[config.mk]
export PLATFORM = sky130hd
export DESIGN_NAME = mcf_control_flow
export DESIGN_NICKNAME = d
export VERILOG_FILES = /design/src/shared/mcf_pkg.sv /design/src/hw/mcf_control_flow.sv
export SDC_FILE = /design/constraint.sdc
export NUM_CORES = 1
export LEC_CHECK = 0
export BUFFER_PORTS_ARGS = -buffer_cell sky130_fd_sc_hd__buf_4
export CORE_MARGIN = 3
export CORE_UTILIZATION = 60
export DETAILED_ROUTE_END_ITERATION = 12
export HOLD_SLACK_MARGIN = 0.05
export PLACE_DENSITY = 0.79
export SLEW_MARGIN = 0
export SYNTH_ARGS = -nofsm -noshare
export SYNTH_HDL_FRONTEND = slang
export SYNTH_SLANG_ARGS = --single-unit
[constraint.sdc]
create_clock -name ref_clk -period 5.1 [get_ports ref_clk]
set_clock_uncertainty 0.05 [all_clocks]
set_input_delay 0.255 -clock ref_clk [delete_from_list [all_inputs] [get_ports ref_clk]]
set_output_delay 0.255 -clock ref_clk [all_outputs]
set_load 0.005 [all_outputs]
[src/shared/mcf_pkg.sv]
package mcf_pkg;

	// ----------------------------------------------------------------
	// Timing
	// ----------------------------------------------------------------
	localparam int unsigned CLK_PERIOD_NS = 4;
	// One processor cycle at the top 1 MHz rate.
	localparam int unsigned PROC_CYCLE_NS = 1000;
	localparam int unsigned CLKS_PER_CYC  = (PROC_CYCLE_NS + CLK_PERIOD_NS - 1) / CLK_PERIOD_NS;

	// ----------------------------------------------------------------
	// Register byte offsets
	// ----------------------------------------------------------------
	localparam logic [7:0] ADDR_OPCODE  = 8'h00;
	localparam logic [7:0] ADDR_OPERAND = 8'h04;
	localparam logic [7:0] ADDR_ACC     = 8'h08;
	localparam logic [7:0] ADDR_CCR     = 8'h0C;
	localparam logic [7:0] ADDR_STATUS  = 8'h10;
	localparam logic [7:0] ADDR_RESULT  = 8'h14;
	localparam logic [7:0] ADDR_INTREQ  = 8'h18;
	localparam logic [7:0] ADDR_INDEX   = 8'h1C;
	localparam logic [7:0] ADDR_PC      = 8'h20;

	// ----------------------------------------------------------------
	// Opcodes
	// ----------------------------------------------------------------
	localparam logic [7:0] OP_BRANCH_SUB   = 8'h8D;
	localparam logic [7:0] OP_JUMP_SUB_EXT = 8'hBD;
	localparam logic [7:0] OP_JUMP_SUB_IDX = 8'hAD;
	localparam logic [7:0] OP_JUMP_EXT     = 8'h7E;
	localparam logic [7:0] OP_JUMP_IDX     = 8'h6E;
	localparam logic [7:0] OP_SUB_RETURN   = 8'h39;
	localparam logic [7:0] OP_INT_RETURN   = 8'h3B;
	localparam logic [7:0] OP_SOFT_TRAP    = 8'h3F;
	localparam logic [7:0] OP_IDLE_WAIT    = 8'h3E;
	localparam logic [7:0] OP_NO_OPERATION = 8'h02;
	localparam logic [7:0] OP_CLEAR_ACC_A  = 8'h4F;
	localparam logic [7:0] OP_CLEAR_ACC_B  = 8'h5F;
	localparam logic [7:0] OP_CLEAR_EXT    = 8'h7F;
	localparam logic [7:0] OP_CLEAR_IDX    = 8'h6F;
	localparam logic [7:0] OP_CLEAR_CARRY  = 8'h0C;
	localparam logic [7:0] OP_CLEAR_MASK   = 8'h0E;
	localparam logic [7:0] OP_CLEAR_OVF    = 8'h0A;
	localparam logic [7:0] OP_SET_CARRY    = 8'h0D;
	localparam logic [7:0] OP_SET_MASK     = 8'h0F;
	localparam logic [7:0] OP_SET_OVF      = 8'h0B;
	localparam logic [7:0] OP_NEGATE_A     = 8'h40;
	localparam logic [7:0] OP_DEC_ADJUST   = 8'h19;
	localparam logic [7:0] OP_DEC_A        = 8'h4A;
	localparam logic [7:0] OP_INC_A        = 8'h4C;
	localparam logic [7:0] OP_COMPARE_IDX  = 8'h8C;
	localparam logic [7:0] OP_LOAD_IDX     = 8'hCE;
	localparam logic [7:0] OP_ACC_TO_CCR   = 8'h06;

	// ----------------------------------------------------------------
	// Flag positions, reset values and arithmetic constants
	// ----------------------------------------------------------------
	localparam int unsigned FLAG_C = 0;
	localparam int unsigned FLAG_V = 1;
	localparam int unsigned FLAG_Z = 2;
	localparam int unsigned FLAG_N = 3;
	localparam int unsigned FLAG_I = 4;
	localparam int unsigned FLAG_H = 5;
	localparam logic [5:0]  CCR_RESET     = 6'h10;
	localparam logic [7:0]  BYTE_MIN_NEG  = 8'h80;
	localparam logic [7:0]  BYTE_MAX_POS  = 8'h7F;
	localparam logic [7:0]  BYTE_ONE      = 8'h01;
	localparam logic [3:0]  BCD_MAX_DIGIT = 4'h9;
	localparam logic [3:0]  BCD_HI_LIMIT  = 4'h8;
	localparam logic [3:0]  BCD_CORR      = 4'h6;
	localparam logic [15:0] PC_REL_BASE   = 16'h0002;

	// ----------------------------------------------------------------
	// Types
	// ----------------------------------------------------------------
	typedef enum logic [1:0] {
		MCF_IDLE = 2'b00,
		MCF_EXEC = 2'b01,
		MCF_WAIT = 2'b10
	} mcf_state_type;

	typedef struct packed {
		logic       known;
		logic [3:0] cycles;
		logic [1:0] bytes;
	} mcf_decode_type;

	typedef struct packed {
		logic [5:0]  ccr;
		logic [7:0]  accA;
		logic [7:0]  accB;
		logic [15:0] index;
		logic [15:0] pc;
		logic [15:0] result;
	} mcf_arch_type;

	typedef struct packed {
		logic [13:0] zero;
		logic [1:0]  state;
		logic        maskAtWait;
		logic        nmiPending;
		logic        irqPending;
		logic        illegal;
		logic [3:0]  rsvd;
		logic [1:0]  bytes;
		logic [3:0]  cycles;
		logic [1:0]  rsvdLow;
	} mcf_status_type;

endpackage

[src/hw/mcf_control_flow.sv]
// The APB interface to the registers and the register addresses were decided locally.
`timescale 1ns/1ps
module mcf_control_flow #(
	parameter int unsigned CLKS_PER_CYC = mcf_pkg::CLKS_PER_CYC
) (
	input  wire logic        ref_clk,
	input  wire logic        sys_rst,
	input  wire logic        psel,
	input  wire logic        penable,
	input  wire logic        pwrite,
	input  wire logic [7:0]  paddr,
	input  wire logic [31:0] pwdata,
	output logic      [31:0] prdata,
	output logic             pready,
	output logic             pslverr,
	output logic             cpuWaiting
);

	// ----------------------------------------------------------------
	// Opcode decode
	// ----------------------------------------------------------------
	// Cycle counts and lengths live in one table so sequencer and status agree.
	function automatic mcf_pkg::mcf_decode_type decodeOp(input logic [7:0] op);
		mcf_pkg::mcf_decode_type d;
		d = '{known: 1'b1, cycles: 4'h2, bytes: 2'h1};
		case (op)
			mcf_pkg::OP_BRANCH_SUB:   d = '{1'b1, 4'h8, 2'h2};
			mcf_pkg::OP_JUMP_SUB_EXT: d = '{1'b1, 4'h9, 2'h3};
			mcf_pkg::OP_JUMP_SUB_IDX: d = '{1'b1, 4'h8, 2'h2};
			mcf_pkg::OP_JUMP_EXT:     d = '{1'b1, 4'h3, 2'h3};
			mcf_pkg::OP_JUMP_IDX:     d = '{1'b1, 4'h4, 2'h2};
			mcf_pkg::OP_SUB_RETURN:   d = '{1'b1, 4'h5, 2'h1};
			mcf_pkg::OP_INT_RETURN:   d = '{1'b1, 4'hA, 2'h1};
			mcf_pkg::OP_SOFT_TRAP:    d = '{1'b1, 4'hC, 2'h1};
			mcf_pkg::OP_IDLE_WAIT:    d = '{1'b1, 4'h9, 2'h1};
			mcf_pkg::OP_CLEAR_EXT:    d = '{1'b1, 4'h6, 2'h3};
			mcf_pkg::OP_CLEAR_IDX:    d = '{1'b1, 4'h7, 2'h2};
			mcf_pkg::OP_COMPARE_IDX:  d = '{1'b1, 4'h3, 2'h3};
			mcf_pkg::OP_LOAD_IDX:     d = '{1'b1, 4'h3, 2'h3};
			mcf_pkg::OP_NO_OPERATION, mcf_pkg::OP_CLEAR_ACC_A, mcf_pkg::OP_CLEAR_ACC_B,
			mcf_pkg::OP_CLEAR_CARRY, mcf_pkg::OP_CLEAR_MASK, mcf_pkg::OP_CLEAR_OVF,
			mcf_pkg::OP_SET_CARRY, mcf_pkg::OP_SET_MASK, mcf_pkg::OP_SET_OVF,
			mcf_pkg::OP_NEGATE_A, mcf_pkg::OP_DEC_ADJUST, mcf_pkg::OP_DEC_A,
			mcf_pkg::OP_INC_A, mcf_pkg::OP_ACC_TO_CCR: d = '{1'b1, 4'h2, 2'h1};
			default:                  d = '{1'b0, 4'h2, 2'h1};
		endcase
		return d;
	endfunction

	// ----------------------------------------------------------------
	// State
	// ----------------------------------------------------------------
	mcf_pkg::mcf_state_type state_ff;
	mcf_pkg::mcf_state_type nxt_state;
	mcf_pkg::mcf_arch_type  arch_ff;
	mcf_pkg::mcf_arch_type  nxt_arch;
	mcf_pkg::mcf_arch_type  execOut;
	mcf_pkg::mcf_decode_type dec;
	logic [7:0]  opcode_ff;
	logic [31:0] operand_ff;
	logic [11:0] cnt_ff;
	logic [11:0] nxt_cnt;
	logic        illegal_ff;
	logic        irqPend_ff;
	logic        nmiPend_ff;
	logic        maskAtWait_ff;
	logic [31:0] prdata_ff;
	logic        pready_ff;
	logic        pslverr_ff;
	logic [31:0] rdMux;
	logic        rdHit;

	// ----------------------------------------------------------------
	// Bus decode
	// ----------------------------------------------------------------
	wire setupPhase = psel & ~penable;
	wire wrAccess   = psel & penable & pwrite & pready_ff;
	wire wrOpcode   = wrAccess & (paddr == mcf_pkg::ADDR_OPCODE);
	wire wrOperand  = wrAccess & (paddr == mcf_pkg::ADDR_OPERAND);
	wire wrAcc      = wrAccess & (paddr == mcf_pkg::ADDR_ACC);
	wire wrCcr      = wrAccess & (paddr == mcf_pkg::ADDR_CCR);
	wire wrIntReq   = wrAccess & (paddr == mcf_pkg::ADDR_INTREQ);
	wire wrIndex    = wrAccess & (paddr == mcf_pkg::ADDR_INDEX);
	wire wrPc       = wrAccess & (paddr == mcf_pkg::ADDR_PC);
	wire isIdle     = (state_ff == mcf_pkg::MCF_IDLE);
	wire startExec  = wrOpcode & isIdle & decodeOp(pwdata[7:0]).known;
	wire badOpcode  = wrOpcode & isIdle & ~decodeOp(pwdata[7:0]).known;
	wire execDone   = (state_ff == mcf_pkg::MCF_EXEC) & (cnt_ff == 12'h000);

	// The mask is judged as it stood on entry to the wait.
	wire wakeNmi    = nmiPend_ff;
	wire wakeIrq    = irqPend_ff & ~maskAtWait_ff;
	wire wake       = (state_ff == mcf_pkg::MCF_WAIT) & (wakeNmi | wakeIrq);

	// Reserved status fields read as zero so software may mask them freely.
	mcf_pkg::mcf_status_type statusWord;
	assign statusWord = '{zero: '0, state: state_ff, maskAtWait: maskAtWait_ff,
		nmiPending: nmiPend_ff, irqPending: irqPend_ff, illegal: illegal_ff,
		rsvd: '0, bytes: dec.bytes, cycles: dec.cycles, rsvdLow: '0};

	always_comb begin
		rdHit = 1'b1;
		if (paddr == mcf_pkg::ADDR_OPCODE) begin
			rdMux = {24'h000000, opcode_ff};
		end else if (paddr == mcf_pkg::ADDR_OPERAND) begin
			rdMux = operand_ff;
		end else if (paddr == mcf_pkg::ADDR_ACC) begin
			rdMux = {16'h0000, arch_ff.accB, arch_ff.accA};
		end else if (paddr == mcf_pkg::ADDR_CCR) begin
			rdMux = {26'h0000000, arch_ff.ccr};
		end else if (paddr == mcf_pkg::ADDR_STATUS) begin
			rdMux = statusWord;
		end else if (paddr == mcf_pkg::ADDR_RESULT) begin
			rdMux = {16'h0000, arch_ff.result};
		end else if (paddr == mcf_pkg::ADDR_INTREQ) begin
			rdMux = {30'h00000000, nmiPend_ff, irqPend_ff};
		end else if (paddr == mcf_pkg::ADDR_INDEX) begin
			rdMux = {16'h0000, arch_ff.index};
		end else if (paddr == mcf_pkg::ADDR_PC) begin
			rdMux = {16'h0000, arch_ff.pc};
		end else begin
			rdMux = 32'h00000000;
			rdHit = 1'b0;
		end
	end

	// ----------------------------------------------------------------
	// Arithmetic for flag work
	// ----------------------------------------------------------------
	// Every candidate result is formed from committed state each cycle; the latched
	// opcode only picks which one is kept, so the cost is area rather than timing.
	wire [7:0]  accA     = arch_ff.accA;
	wire [7:0]  negRes   = 8'h00 - accA;
	wire [7:0]  incRes   = accA + mcf_pkg::BYTE_ONE;
	wire [7:0]  decRes   = accA - mcf_pkg::BYTE_ONE;
	wire        daaLoAdj = (accA[3:0] > mcf_pkg::BCD_MAX_DIGIT) | arch_ff.ccr[mcf_pkg::FLAG_H];
	wire        daaHiAdj = arch_ff.ccr[mcf_pkg::FLAG_C]
		| (accA[7:4] > mcf_pkg::BCD_MAX_DIGIT)
		| ((accA[7:4] > mcf_pkg::BCD_HI_LIMIT) & (accA[3:0] > mcf_pkg::BCD_MAX_DIGIT));
	wire [7:0]  daaCorr  = {daaHiAdj ? mcf_pkg::BCD_CORR : 4'h0,
		daaLoAdj ? mcf_pkg::BCD_CORR : 4'h0};
	wire [7:0]  daaRes   = accA + daaCorr;
	wire [15:0] opWord   = operand_ff[15:0];
	wire [15:0] cmpFull  = arch_ff.index - opWord;
	wire [7:0]  cmpHigh  = arch_ff.index[15:8] - opWord[15:8];
	wire        cmpOvf   = (arch_ff.index[15] ^ opWord[15]) & (arch_ff.index[15] ^ cmpHigh[7]);
	wire [15:0] relOff   = {{8{opWord[7]}}, opWord[7:0]};
	wire [15:0] idxTgt   = arch_ff.index + {8'h00, opWord[7:0]};

	// The status word reports the opcode that was last accepted or refused.
	assign dec = decodeOp(opcode_ff);

	// Flag bits are addressed by name so the layout lives in one place.
	always_comb begin
		execOut    = arch_ff;
		execOut.pc = arch_ff.pc + {14'h0000, dec.bytes};
		case (opcode_ff)
			mcf_pkg::OP_BRANCH_SUB:   execOut.pc = arch_ff.pc + mcf_pkg::PC_REL_BASE + relOff;
			mcf_pkg::OP_JUMP_SUB_EXT: execOut.pc = opWord;
			mcf_pkg::OP_JUMP_SUB_IDX: execOut.pc = idxTgt;
			mcf_pkg::OP_JUMP_EXT:     execOut.pc = opWord;
			mcf_pkg::OP_JUMP_IDX:     execOut.pc = idxTgt;
			mcf_pkg::OP_SUB_RETURN:   execOut.pc = opWord;
			mcf_pkg::OP_INT_RETURN: begin
				execOut.pc  = opWord;
				execOut.ccr = operand_ff[21:16];
			end
			mcf_pkg::OP_SOFT_TRAP: begin
				execOut.pc                 = opWord;
				execOut.ccr[mcf_pkg::FLAG_I] = 1'b1;
			end
			mcf_pkg::OP_CLEAR_ACC_A, mcf_pkg::OP_CLEAR_ACC_B,
			mcf_pkg::OP_CLEAR_EXT, mcf_pkg::OP_CLEAR_IDX: begin
				if (opcode_ff == mcf_pkg::OP_CLEAR_ACC_A) begin
					execOut.accA = 8'h00;
				end else if (opcode_ff == mcf_pkg::OP_CLEAR_ACC_B) begin
					execOut.accB = 8'h00;
				end else begin
					execOut.result = 16'h0000;
				end
				execOut.ccr[mcf_pkg::FLAG_N] = 1'b0;
				execOut.ccr[mcf_pkg::FLAG_Z] = 1'b1;
				execOut.ccr[mcf_pkg::FLAG_V] = 1'b0;
				execOut.ccr[mcf_pkg::FLAG_C] = 1'b0;
			end
			mcf_pkg::OP_CLEAR_CARRY: execOut.ccr[mcf_pkg::FLAG_C] = 1'b0;
			mcf_pkg::OP_CLEAR_MASK:  execOut.ccr[mcf_pkg::FLAG_I] = 1'b0;
			mcf_pkg::OP_CLEAR_OVF:   execOut.ccr[mcf_pkg::FLAG_V] = 1'b0;
			mcf_pkg::OP_SET_CARRY:   execOut.ccr[mcf_pkg::FLAG_C] = 1'b1;
			mcf_pkg::OP_SET_MASK:    execOut.ccr[mcf_pkg::FLAG_I] = 1'b1;
			mcf_pkg::OP_SET_OVF:     execOut.ccr[mcf_pkg::FLAG_V] = 1'b1;
			mcf_pkg::OP_NEGATE_A: begin
				execOut.accA                 = negRes;
				execOut.ccr[mcf_pkg::FLAG_N] = negRes[7];
				execOut.ccr[mcf_pkg::FLAG_Z] = (negRes == 8'h00);
				execOut.ccr[mcf_pkg::FLAG_V] = (negRes == mcf_pkg::BYTE_MIN_NEG);
				execOut.ccr[mcf_pkg::FLAG_C] = (negRes == 8'h00);
			end
			mcf_pkg::OP_DEC_ADJUST: begin
				execOut.accA                 = daaRes;
				execOut.ccr[mcf_pkg::FLAG_N] = daaRes[7];
				execOut.ccr[mcf_pkg::FLAG_Z] = (daaRes == 8'h00);
				execOut.ccr[mcf_pkg::FLAG_C] = daaHiAdj;
			end
			mcf_pkg::OP_DEC_A: begin
				execOut.accA                 = decRes;
				execOut.ccr[mcf_pkg::FLAG_N] = decRes[7];
				execOut.ccr[mcf_pkg::FLAG_Z] = (decRes == 8'h00);
				execOut.ccr[mcf_pkg::FLAG_V] = (accA == mcf_pkg::BYTE_MIN_NEG);
			end
			mcf_pkg::OP_INC_A: begin
				execOut.accA                 = incRes;
				execOut.ccr[mcf_pkg::FLAG_N] = incRes[7];
				execOut.ccr[mcf_pkg::FLAG_Z] = (incRes == 8'h00);
				execOut.ccr[mcf_pkg::FLAG_V] = (accA == mcf_pkg::BYTE_MAX_POS);
			end
			mcf_pkg::OP_COMPARE_IDX: begin
				execOut.result               = cmpFull;
				execOut.ccr[mcf_pkg::FLAG_N] = cmpHigh[7];
				execOut.ccr[mcf_pkg::FLAG_Z] = (cmpFull == 16'h0000);
				execOut.ccr[mcf_pkg::FLAG_V] = cmpOvf;
			end
			mcf_pkg::OP_LOAD_IDX: begin
				execOut.index                = opWord;
				execOut.ccr[mcf_pkg::FLAG_N] = opWord[15];
				execOut.ccr[mcf_pkg::FLAG_Z] = (opWord == 16'h0000);
				execOut.ccr[mcf_pkg::FLAG_V] = 1'b0;
			end
			mcf_pkg::OP_ACC_TO_CCR: execOut.ccr = accA[5:0];
			default: execOut.ccr = arch_ff.ccr;
		endcase
	end

	// ----------------------------------------------------------------
	// Sequencer
	// ----------------------------------------------------------------
	// Software may only touch the machine registers while it is idle, so a
	// commit never races a bus write.
	always_comb begin
		nxt_state = state_ff;
		nxt_cnt   = cnt_ff;
		nxt_arch  = arch_ff;
		case (state_ff)
			mcf_pkg::MCF_IDLE: begin
				if (wrAcc) begin
					nxt_arch.accA = pwdata[7:0];
					nxt_arch.accB = pwdata[15:8];
				end
				if (wrCcr) begin
					nxt_arch.ccr = pwdata[5:0];
				end
				if (wrIndex) begin
					nxt_arch.index = pwdata[15:0];
				end
				if (wrPc) begin
					nxt_arch.pc = pwdata[15:0];
				end
				if (startExec) begin
					nxt_state = mcf_pkg::MCF_EXEC;
					// One less than the span, so the commit lands on the edge the span ends.
					nxt_cnt   = 12'(decodeOp(pwdata[7:0]).cycles * CLKS_PER_CYC - 1);
				end
			end
			mcf_pkg::MCF_EXEC: begin
				if (cnt_ff != 12'h000) begin
					nxt_cnt = cnt_ff - 12'h001;
				end else begin
					nxt_arch  = execOut;
					nxt_state = (opcode_ff == mcf_pkg::OP_IDLE_WAIT) ?
						mcf_pkg::MCF_WAIT : mcf_pkg::MCF_IDLE;
				end
			end
			mcf_pkg::MCF_WAIT: begin
				if (wake) begin
					nxt_arch.ccr[mcf_pkg::FLAG_I] = 1'b1;
					nxt_state                     = mcf_pkg::MCF_IDLE;
				end
			end
			default: nxt_state = mcf_pkg::MCF_IDLE;
		endcase
	end

	always_ff @(posedge ref_clk or posedge sys_rst) begin
		if (sys_rst) begin
			state_ff <= mcf_pkg::MCF_IDLE;
			cnt_ff   <= 12'h000;
			arch_ff  <= '{ccr: mcf_pkg::CCR_RESET, default: '0};
		end else begin
			state_ff <= nxt_state;
			cnt_ff   <= nxt_cnt;
			arch_ff  <= nxt_arch;
		end
	end

	always_ff @(posedge ref_clk or posedge sys_rst) begin
		if (sys_rst) begin
			opcode_ff  <= 8'h00;
			operand_ff <= 32'h00000000;
			illegal_ff <= 1'b0;
		end else begin
			if (startExec | badOpcode) begin
				opcode_ff <= pwdata[7:0];
			end
			if (wrOperand & isIdle) begin
				operand_ff <= pwdata;
			end
			if (badOpcode) begin
				illegal_ff <= 1'b1;
			end else if (startExec) begin
				illegal_ff <= 1'b0;
			end
		end
	end

	// Software cannot withdraw a request; only a wake consumes it.
	// A request written in the same edge that a wake consumes it survives.
	always_ff @(posedge ref_clk or posedge sys_rst) begin
		if (sys_rst) begin
			irqPend_ff    <= 1'b0;
			nmiPend_ff    <= 1'b0;
			maskAtWait_ff <= 1'b0;
		end else begin
			irqPend_ff <= (wrIntReq & pwdata[0]) | (irqPend_ff & ~(wake & wakeIrq & ~wakeNmi));
			nmiPend_ff <= (wrIntReq & pwdata[1]) | (nmiPend_ff & ~(wake & wakeNmi));
			if (execDone) begin
				maskAtWait_ff <= execOut.ccr[mcf_pkg::FLAG_I];
			end
		end
	end

	// ----------------------------------------------------------------
	// Bus answer
	// ----------------------------------------------------------------
	// Read data is captured in the setup cycle so the outputs leave flip-flops.
	always_ff @(posedge ref_clk or posedge sys_rst) begin
		if (sys_rst) begin
			prdata_ff  <= 32'h00000000;
			pready_ff  <= 1'b0;
			pslverr_ff <= 1'b0;
			cpuWaiting <= 1'b0;
		end else begin
			prdata_ff  <= setupPhase ? rdMux : 32'h00000000;
			pready_ff  <= setupPhase;
			pslverr_ff <= setupPhase & ~rdHit;
			cpuWaiting <= (nxt_state == mcf_pkg::MCF_WAIT);
		end
	end

	assign prdata  = prdata_ff;
	assign pready  = pready_ff;
	assign pslverr = pslverr_ff;

endmodule

# --- Word level (Yosys, flattened, before mapping) ---
# Cells that the tools add are included.
totals:
  out_inout_bits: 35
  wordCells: 267
  ff_bits: 163
op_classes:
  n_reduce_logical: 37
  addsub: 12
  n_mux: 59
  n_bitwise: 45
  multipliers: 1
  n_eq_ne: 88
  order_cmp: 3
ops:
  columns: ["op", "count"]
  rows:
  - ["16-bit 2-to-1 mux", 10]
  - ["8-bit by 7-bit equality test with 1-bit output, second input constant", 19]
  - ["8-bit by 4-bit equality test with 1-bit output, second input constant", 14]
  - ["52-bit one-hot mux with 2 select lines", 1]
  - ["8-bit equality test, second input constant", 12]
  - ["32-bit 2-to-1 mux", 3]
  - ["7-bit one-hot mux with 11 select lines", 1]
  - ["8-bit by 6-bit equality test with 1-bit output, second input constant", 9]
  - ["70-bit 2-to-1 mux", 1]
  - ["6-bit one-hot mux with 11 select lines", 1]
  - ["18-bit 2-to-1 mux", 3]
  - ["8-bit by 5-bit equality test with 1-bit output, second input constant", 6]
  - ["16-bit one-hot mux with 3 select lines", 1]
  - ["8-bit logical NOT", 5]
  - ["8-bit one-hot mux with 5 select lines", 1]
  - ["16-bit logical NOT", 2]
  - ["8-bit 2-to-1 mux", 4]
  - ["16-bit one-hot mux with 2 select lines", 1]
  - ["1-bit AND", 28]
  - ["14-bit OR reduction", 2]
  - ["8-bit by 3-bit equality test with 1-bit output, second input constant", 3]
  - ["12-bit 2-to-1 mux", 2]
  - ["12-bit one-hot mux with 2 select lines", 1]
  - ["4-bit AND reduction", 6]
  - ["51 further kinds", 109]

# --- Longest topological paths before layout ---
logic_depth:
  ltp_word: 12
  mapped_depth: 19
  depth_no_buf: 18

# --- Worst setup path before layout ---
# OpenSTA, ideal clock, no wires.
synth_path:
  kind: "input port to flip-flop"
  startpoint: "input pwdata[1]"
  endpoint: "register cnt_ff[11]"
  arrival_time_ps: 4309
  setup_time_ps: 95
  stages: 18
  required_time_ps: 4955
  path_slack_ps: 645
  path_cell_list: "buf_2 -> or4b_1 -> a2bb2oi_1 -> a2bb2oi_1 -> or2_1 -> inv_1 -> fa_1 -> fa_1 -> inv_1 -> ha_1 -> or2_2 -> a21o_1 -> a21oi_1 -> nand2_1 -> nor2_1 -> nand4_1 -> xnor2_1 -> o31ai_1"
synth_via:
  elab_chain_len: 9
  word_cells_on_any_way: 40
synth_rtl:
  columns: ["item", "line", "source"]
  rows:
  - ["from (decl)", "mcf_control_flow.sv:12", "input wire logic [31:0] pwdata,"]
  - ["8-bit by 2-bit equality test with 1-bit output (tied with other cells)", "mcf_control_flow.sv:26", "case (op)"]
  - ["14-bit OR reduction (tied with other cells)", "mcf_control_flow.sv:26", null]
  - ["7-bit one-hot mux with 11 select lines *", "mcf_control_flow.sv:26", null]
  - ["6-bit 2-to-1 mux", "mcf_control_flow.sv:258", "if (startExec) begin"]
  - ["6-bit 2-to-1 mux", "mcf_control_flow.sv:243", "case (state_ff)"]
  - ["4-bit by 7-bit multiplier with 11-bit output", "mcf_control_flow.sv:261", "nxt_cnt = 12'(decodeOp(pwdata[7:0]).cycles * CLKS_PER_CYC - 1);"]
  - ["12-bit by 1-bit subtractor with 12-bit output", "mcf_control_flow.sv:261", null]
  - ["12-bit 2-to-1 mux", "mcf_control_flow.sv:258", null]
  - ["12-bit one-hot mux with 2 select lines", "mcf_control_flow.sv:243", null]
  - ["to (signal assigned)", "mcf_control_flow.sv:290", "cnt_ff <= nxt_cnt;"]
  - ["to (decl)", "mcf_control_flow.sv:61", "logic [11:0] cnt_ff;"]
# Mark *: on every way between the ends. The rest lies on a longest branch, timed or not. The select of a mux whose other input is x is not followed.
# A chain may end at the register's enable or synchronous reset.

# --- Worst setup path in the final report ---
# Ends and elaborated chain as after synthesis.

==> flow_summary.toml <==
[outcome]
status = "finished, final reports clean"

[global_route]
antenna_found_initial = 2
grt_max_degree = 70
grt_usage_pct = 36.2
grt_pass1_vias = 12076
grt-ovfl-total = 0
grt_pass1_wl_um = 67600

[synthesis]
synth_ff_type = "dfrtp_1"
synth_compound_area_share_pct = 21.8
yosys.area.top_type = "dfrtp_1"
synth_top_area_share_pct = 31.1
async_flop_share_pct = 100
syn-num-nets = 1681
synthCells = 1538
synthSimpleGateAreaFrac_pct = 20.9
ys_types = 90
yosys_warnings = 0
muxShareOfSynthArea_pct = 5.43
synth_top_family_by_area = "compound AO/OA/AOI/OAI gates"
ys_seq_elements = 163
synth_fa_ha_area_share_pct = 10.1
synth-seq-area-share_pct = 31.3
syn_area_mm2 = 0.0131
synth-edff-count = 0
avgSynthCellArea_um2 = 8.49
synth_xor_area_share_pct = 5.70
synth_area_leaders = "dfrtp_1 31%, ha_1 8.2%, nand2_1 4.5%, a21oi_1 3.9%, o21ai_0 3.5%"

[cells_and_area]
final_nets = 1737
fin_cells = 1883
drive_gt1_share_pct = 12.6
syn_to_final_growth_pct = 13.0
fillers = 1726

[placed_design]
port-buffer-count = 79
dp_cells = 1825
place.gp.congestion = 1.02
dp.final_hpwl_um = 31600

[setup_path]
r2r_setup_slack_ns = 1.01
worstSetupEndpointType = "register"
cp.required_ns = 5.39
startpoint_type = "input pin"
path_cells = "buf_4 -> or4b_1 -> a2bb2oi_1 -> a2bb2oi_1 -> or2_1 -> inv_1 -> fa_1 -> fa_1 -> inv_1 -> ha_1 -> or2_2 -> a21o_1 -> a21oi_1 -> nand2_1 -> nor2_1 -> nand4_1 -> xnor2_1 -> o31ai_1"
cpPeakStageDelay_ns = 0.56
worstPathArrival_ns = 4.71
slowest_stage = "or4b_1"
criticalPathCategory = "in2reg"
cp_max_fo = 18

[route]
drtPass1Iterations = 10
vias = 12768
routed_wl_um = 43100
via_per_inst = 6.78
drc = 0
ant_nets = 0
avgRoutedWirePerCell_um = 22.9
drt_iter0_drc = 1515

[sta]
max-slew-margin-rel_pct = 19.0
final_hold_viol_count = 0
setup_tns_ns = 0
fin_crit_ns = 4.42
worst_slew_pin_slew_ns = 1.20
drv_slew = 0
rsz0062_at_grt = "no"
whs_ns = 0.0907
setup_viol = 0
fin_crit_sh_pct = 86.8
max_freq_mhz = 226

[cts]
htreeDepth = 4
clkTransAtPathRegs_ns = 0.07
clk_path_buf_depth = 2
ctsResizeCount = 0
tritoncts = "done"
cts-root-buf = "clkbuf_16"
insertion_delay_ns = 0.44
clock-sinks = 163
numCtsBuffers = 17

[die]
row_count = 53
initial_utilization_pct = 61.5
die_h_um = 153
core_mm2 = 0.0212
die_x_um = 153
die-area_mm2 = 0.0236
io_pins = 80

[min_path]
hold_class = "in2reg"

[power]
peakVddDrop_v = 0.000329
p_per_area_mw_per_mm2 = 213
power.leakage_nw = 6.51
p_total_mw = 3.14

[flow_run]
maxCapViolCount = 0
registers in the layout, indices dropped and copies added (netlist names):
register       flops
accA               8
arch_ff           62
cnt_ff            12
cpuWaiting         1
illegal_ff         1
irqPend_ff         1
maskAtWait_ff      1
nmiPend_ff         1
opcode_ff          8
operand_ff        32
prdata            32
pready             1
pslverr            1
state_ff           2
synthesized netlist by cell type, drive strengths merged (9+ instances only):
master and number:
a31oi 18, a211oi 9, mux2 38, nand2 158
o31ai 16, o21ai 113, inv 68, nor4 20
o21bai 10, buf 23, and2 20, nor2 115
a22o 10, nor3 39, clkbuf 70, a221oi 29
mux2i 28, and3 15, xor2 35, a21o 14
xnor2 50, nand4 20, a22oi 12, nand2b 33
o221ai 9, a21oi 101, nand3 41, nor2b 27
dfrtp 162, fa 12, ha 86
kinds of logic (layout without fill, tap and decap cells):
| logic type | after synthesis | count (layout) |
|---|---|---|
| other | 0 | 1 |
| muxes | 66 | 66 |
| DFF | 163 | 163 |
| buffers and inverters | 161 | 230 |
| and+or+nand+nor | 539 | 539 |
| adders and majority gates | 98 | 98 |
| xor gates and xnor gates | 85 | 85 |
| AOI/OAI and AO/OA | 426 | 426 |
area by class of cell:
class | count | area (um^2) | share of cell area [%]
Multi-Input combinational cell | 1214 | 8340 | 56.6
Sequential cell | 163 | 4080 | 27.7
Timing Repair Buffer | 130 | 1040 | 7.05
Clock buffer | 17 | 425 | 2.89
Tap cell | 275 | 344 | 2.33
Inverter | 68 | 260 | 1.77
Clock inverter | 15 | 245 | 1.66
Antenna cell | 1 | 2.50 | 0.0170
what timing repair did:
action,4_1_cts,5_1_grt
hold endpoints to repair,91,0
hold buffers,25,0
buffers inserted,0,0
metal layers:
| metal | share of wire [%] | global-route usage, % | vias up |
|---|---|---|---|
| li1 | - | - | 5696 |
| met1 | 40 | 49.5 | 6085 |
| met2 | 44 | 53.9 | 810 |
| met3 | 11 | 9.06 | 173 |
| met4 | 5.3 | 17.5 | 4 |
| met5 | 0.053 | 0 | - |
report_power, final:
part	total, mW	leakage, nW	internal [mW]	switching [mW]
sequential	1.32	2.12	1.30	0.0208
combinational	0.329	4.07	0.138	0.191
clock	1.49	0.326	0.886	0.606
total	3.14	6.51	2.33	0.818
critical path, delay by kind of cell:
| family | cells | cell delay, ns |
|---|---|---|
| simple gates | 6 | 1.59 |
| buf+inv | 3 | 0.37 |
| compound gates | 5 | 0.97 |
| fa+ha+maj | 3 | 1.37 |
| xor+xnor | 1 | 0.15 |
worst paths after layout:
| kind | startpoint | end | depth (start not counted) |
|---|---|---|---|
| max | pwdata[1] | cnt_ff[11] | 18 |
| min | pwdata[5] | opcode_ff[5] | 2 |
| max reg2reg | opcode_ff[2] | arch_ff[26] | 14 |
| min reg2reg | arch_ff[3] | arch_ff[3] | 2 |
| max in group asynchronous | sys_rst | opcode_ff[5] | 4 |
| min in group asynchronous | sys_rst | arch_ff[23] | 3 |
layout by cell type, fill, tap and decap left out, types with 14 or more instances in the layout:
cell           synthesis  routed
a21o_1                14      14
a21oi_1              101     101
a221oi_1              29      29
a31oi_1               18      18
and2_1                20      20
and3_1                15      14
buf_4                  2     105
clkbuf_16              0      17
dfrtp_1              162     162
dlygate4sd3_1          0      25
ha_1                  86      86
inv_1                 67      66
mux2_2                36      36
mux2i_1               28      28
nand2_1              158     158
nand2b_1              33      33
nand3_1               41      41
nand4_1               20      20
nor2_1               115     115
nor2b_1               27      27
nor3_1                38      37
nor4_1                18      18
o21ai_0               92      92
o21ai_1               21      20
o31ai_1               14      14
xnor2_1               50      50
xor2_1                35      35
per-stage QoR:
stage / worst slack (ns) / cell area, um^2 / utilization (%)
after floorplan: 0.392 / 13100 / -
after global placement: 0.369 / 13800 / 65.1
after CTS: 0.691 / 14700 / 69.5
after global routing: 0.403 / 14700 / 69.5
after detailed placement: 0.224 / 13800 / 65.1
final: 0.676 / 14700 / 69.5
Note: power is estimated with default switching activity, not from simulation.
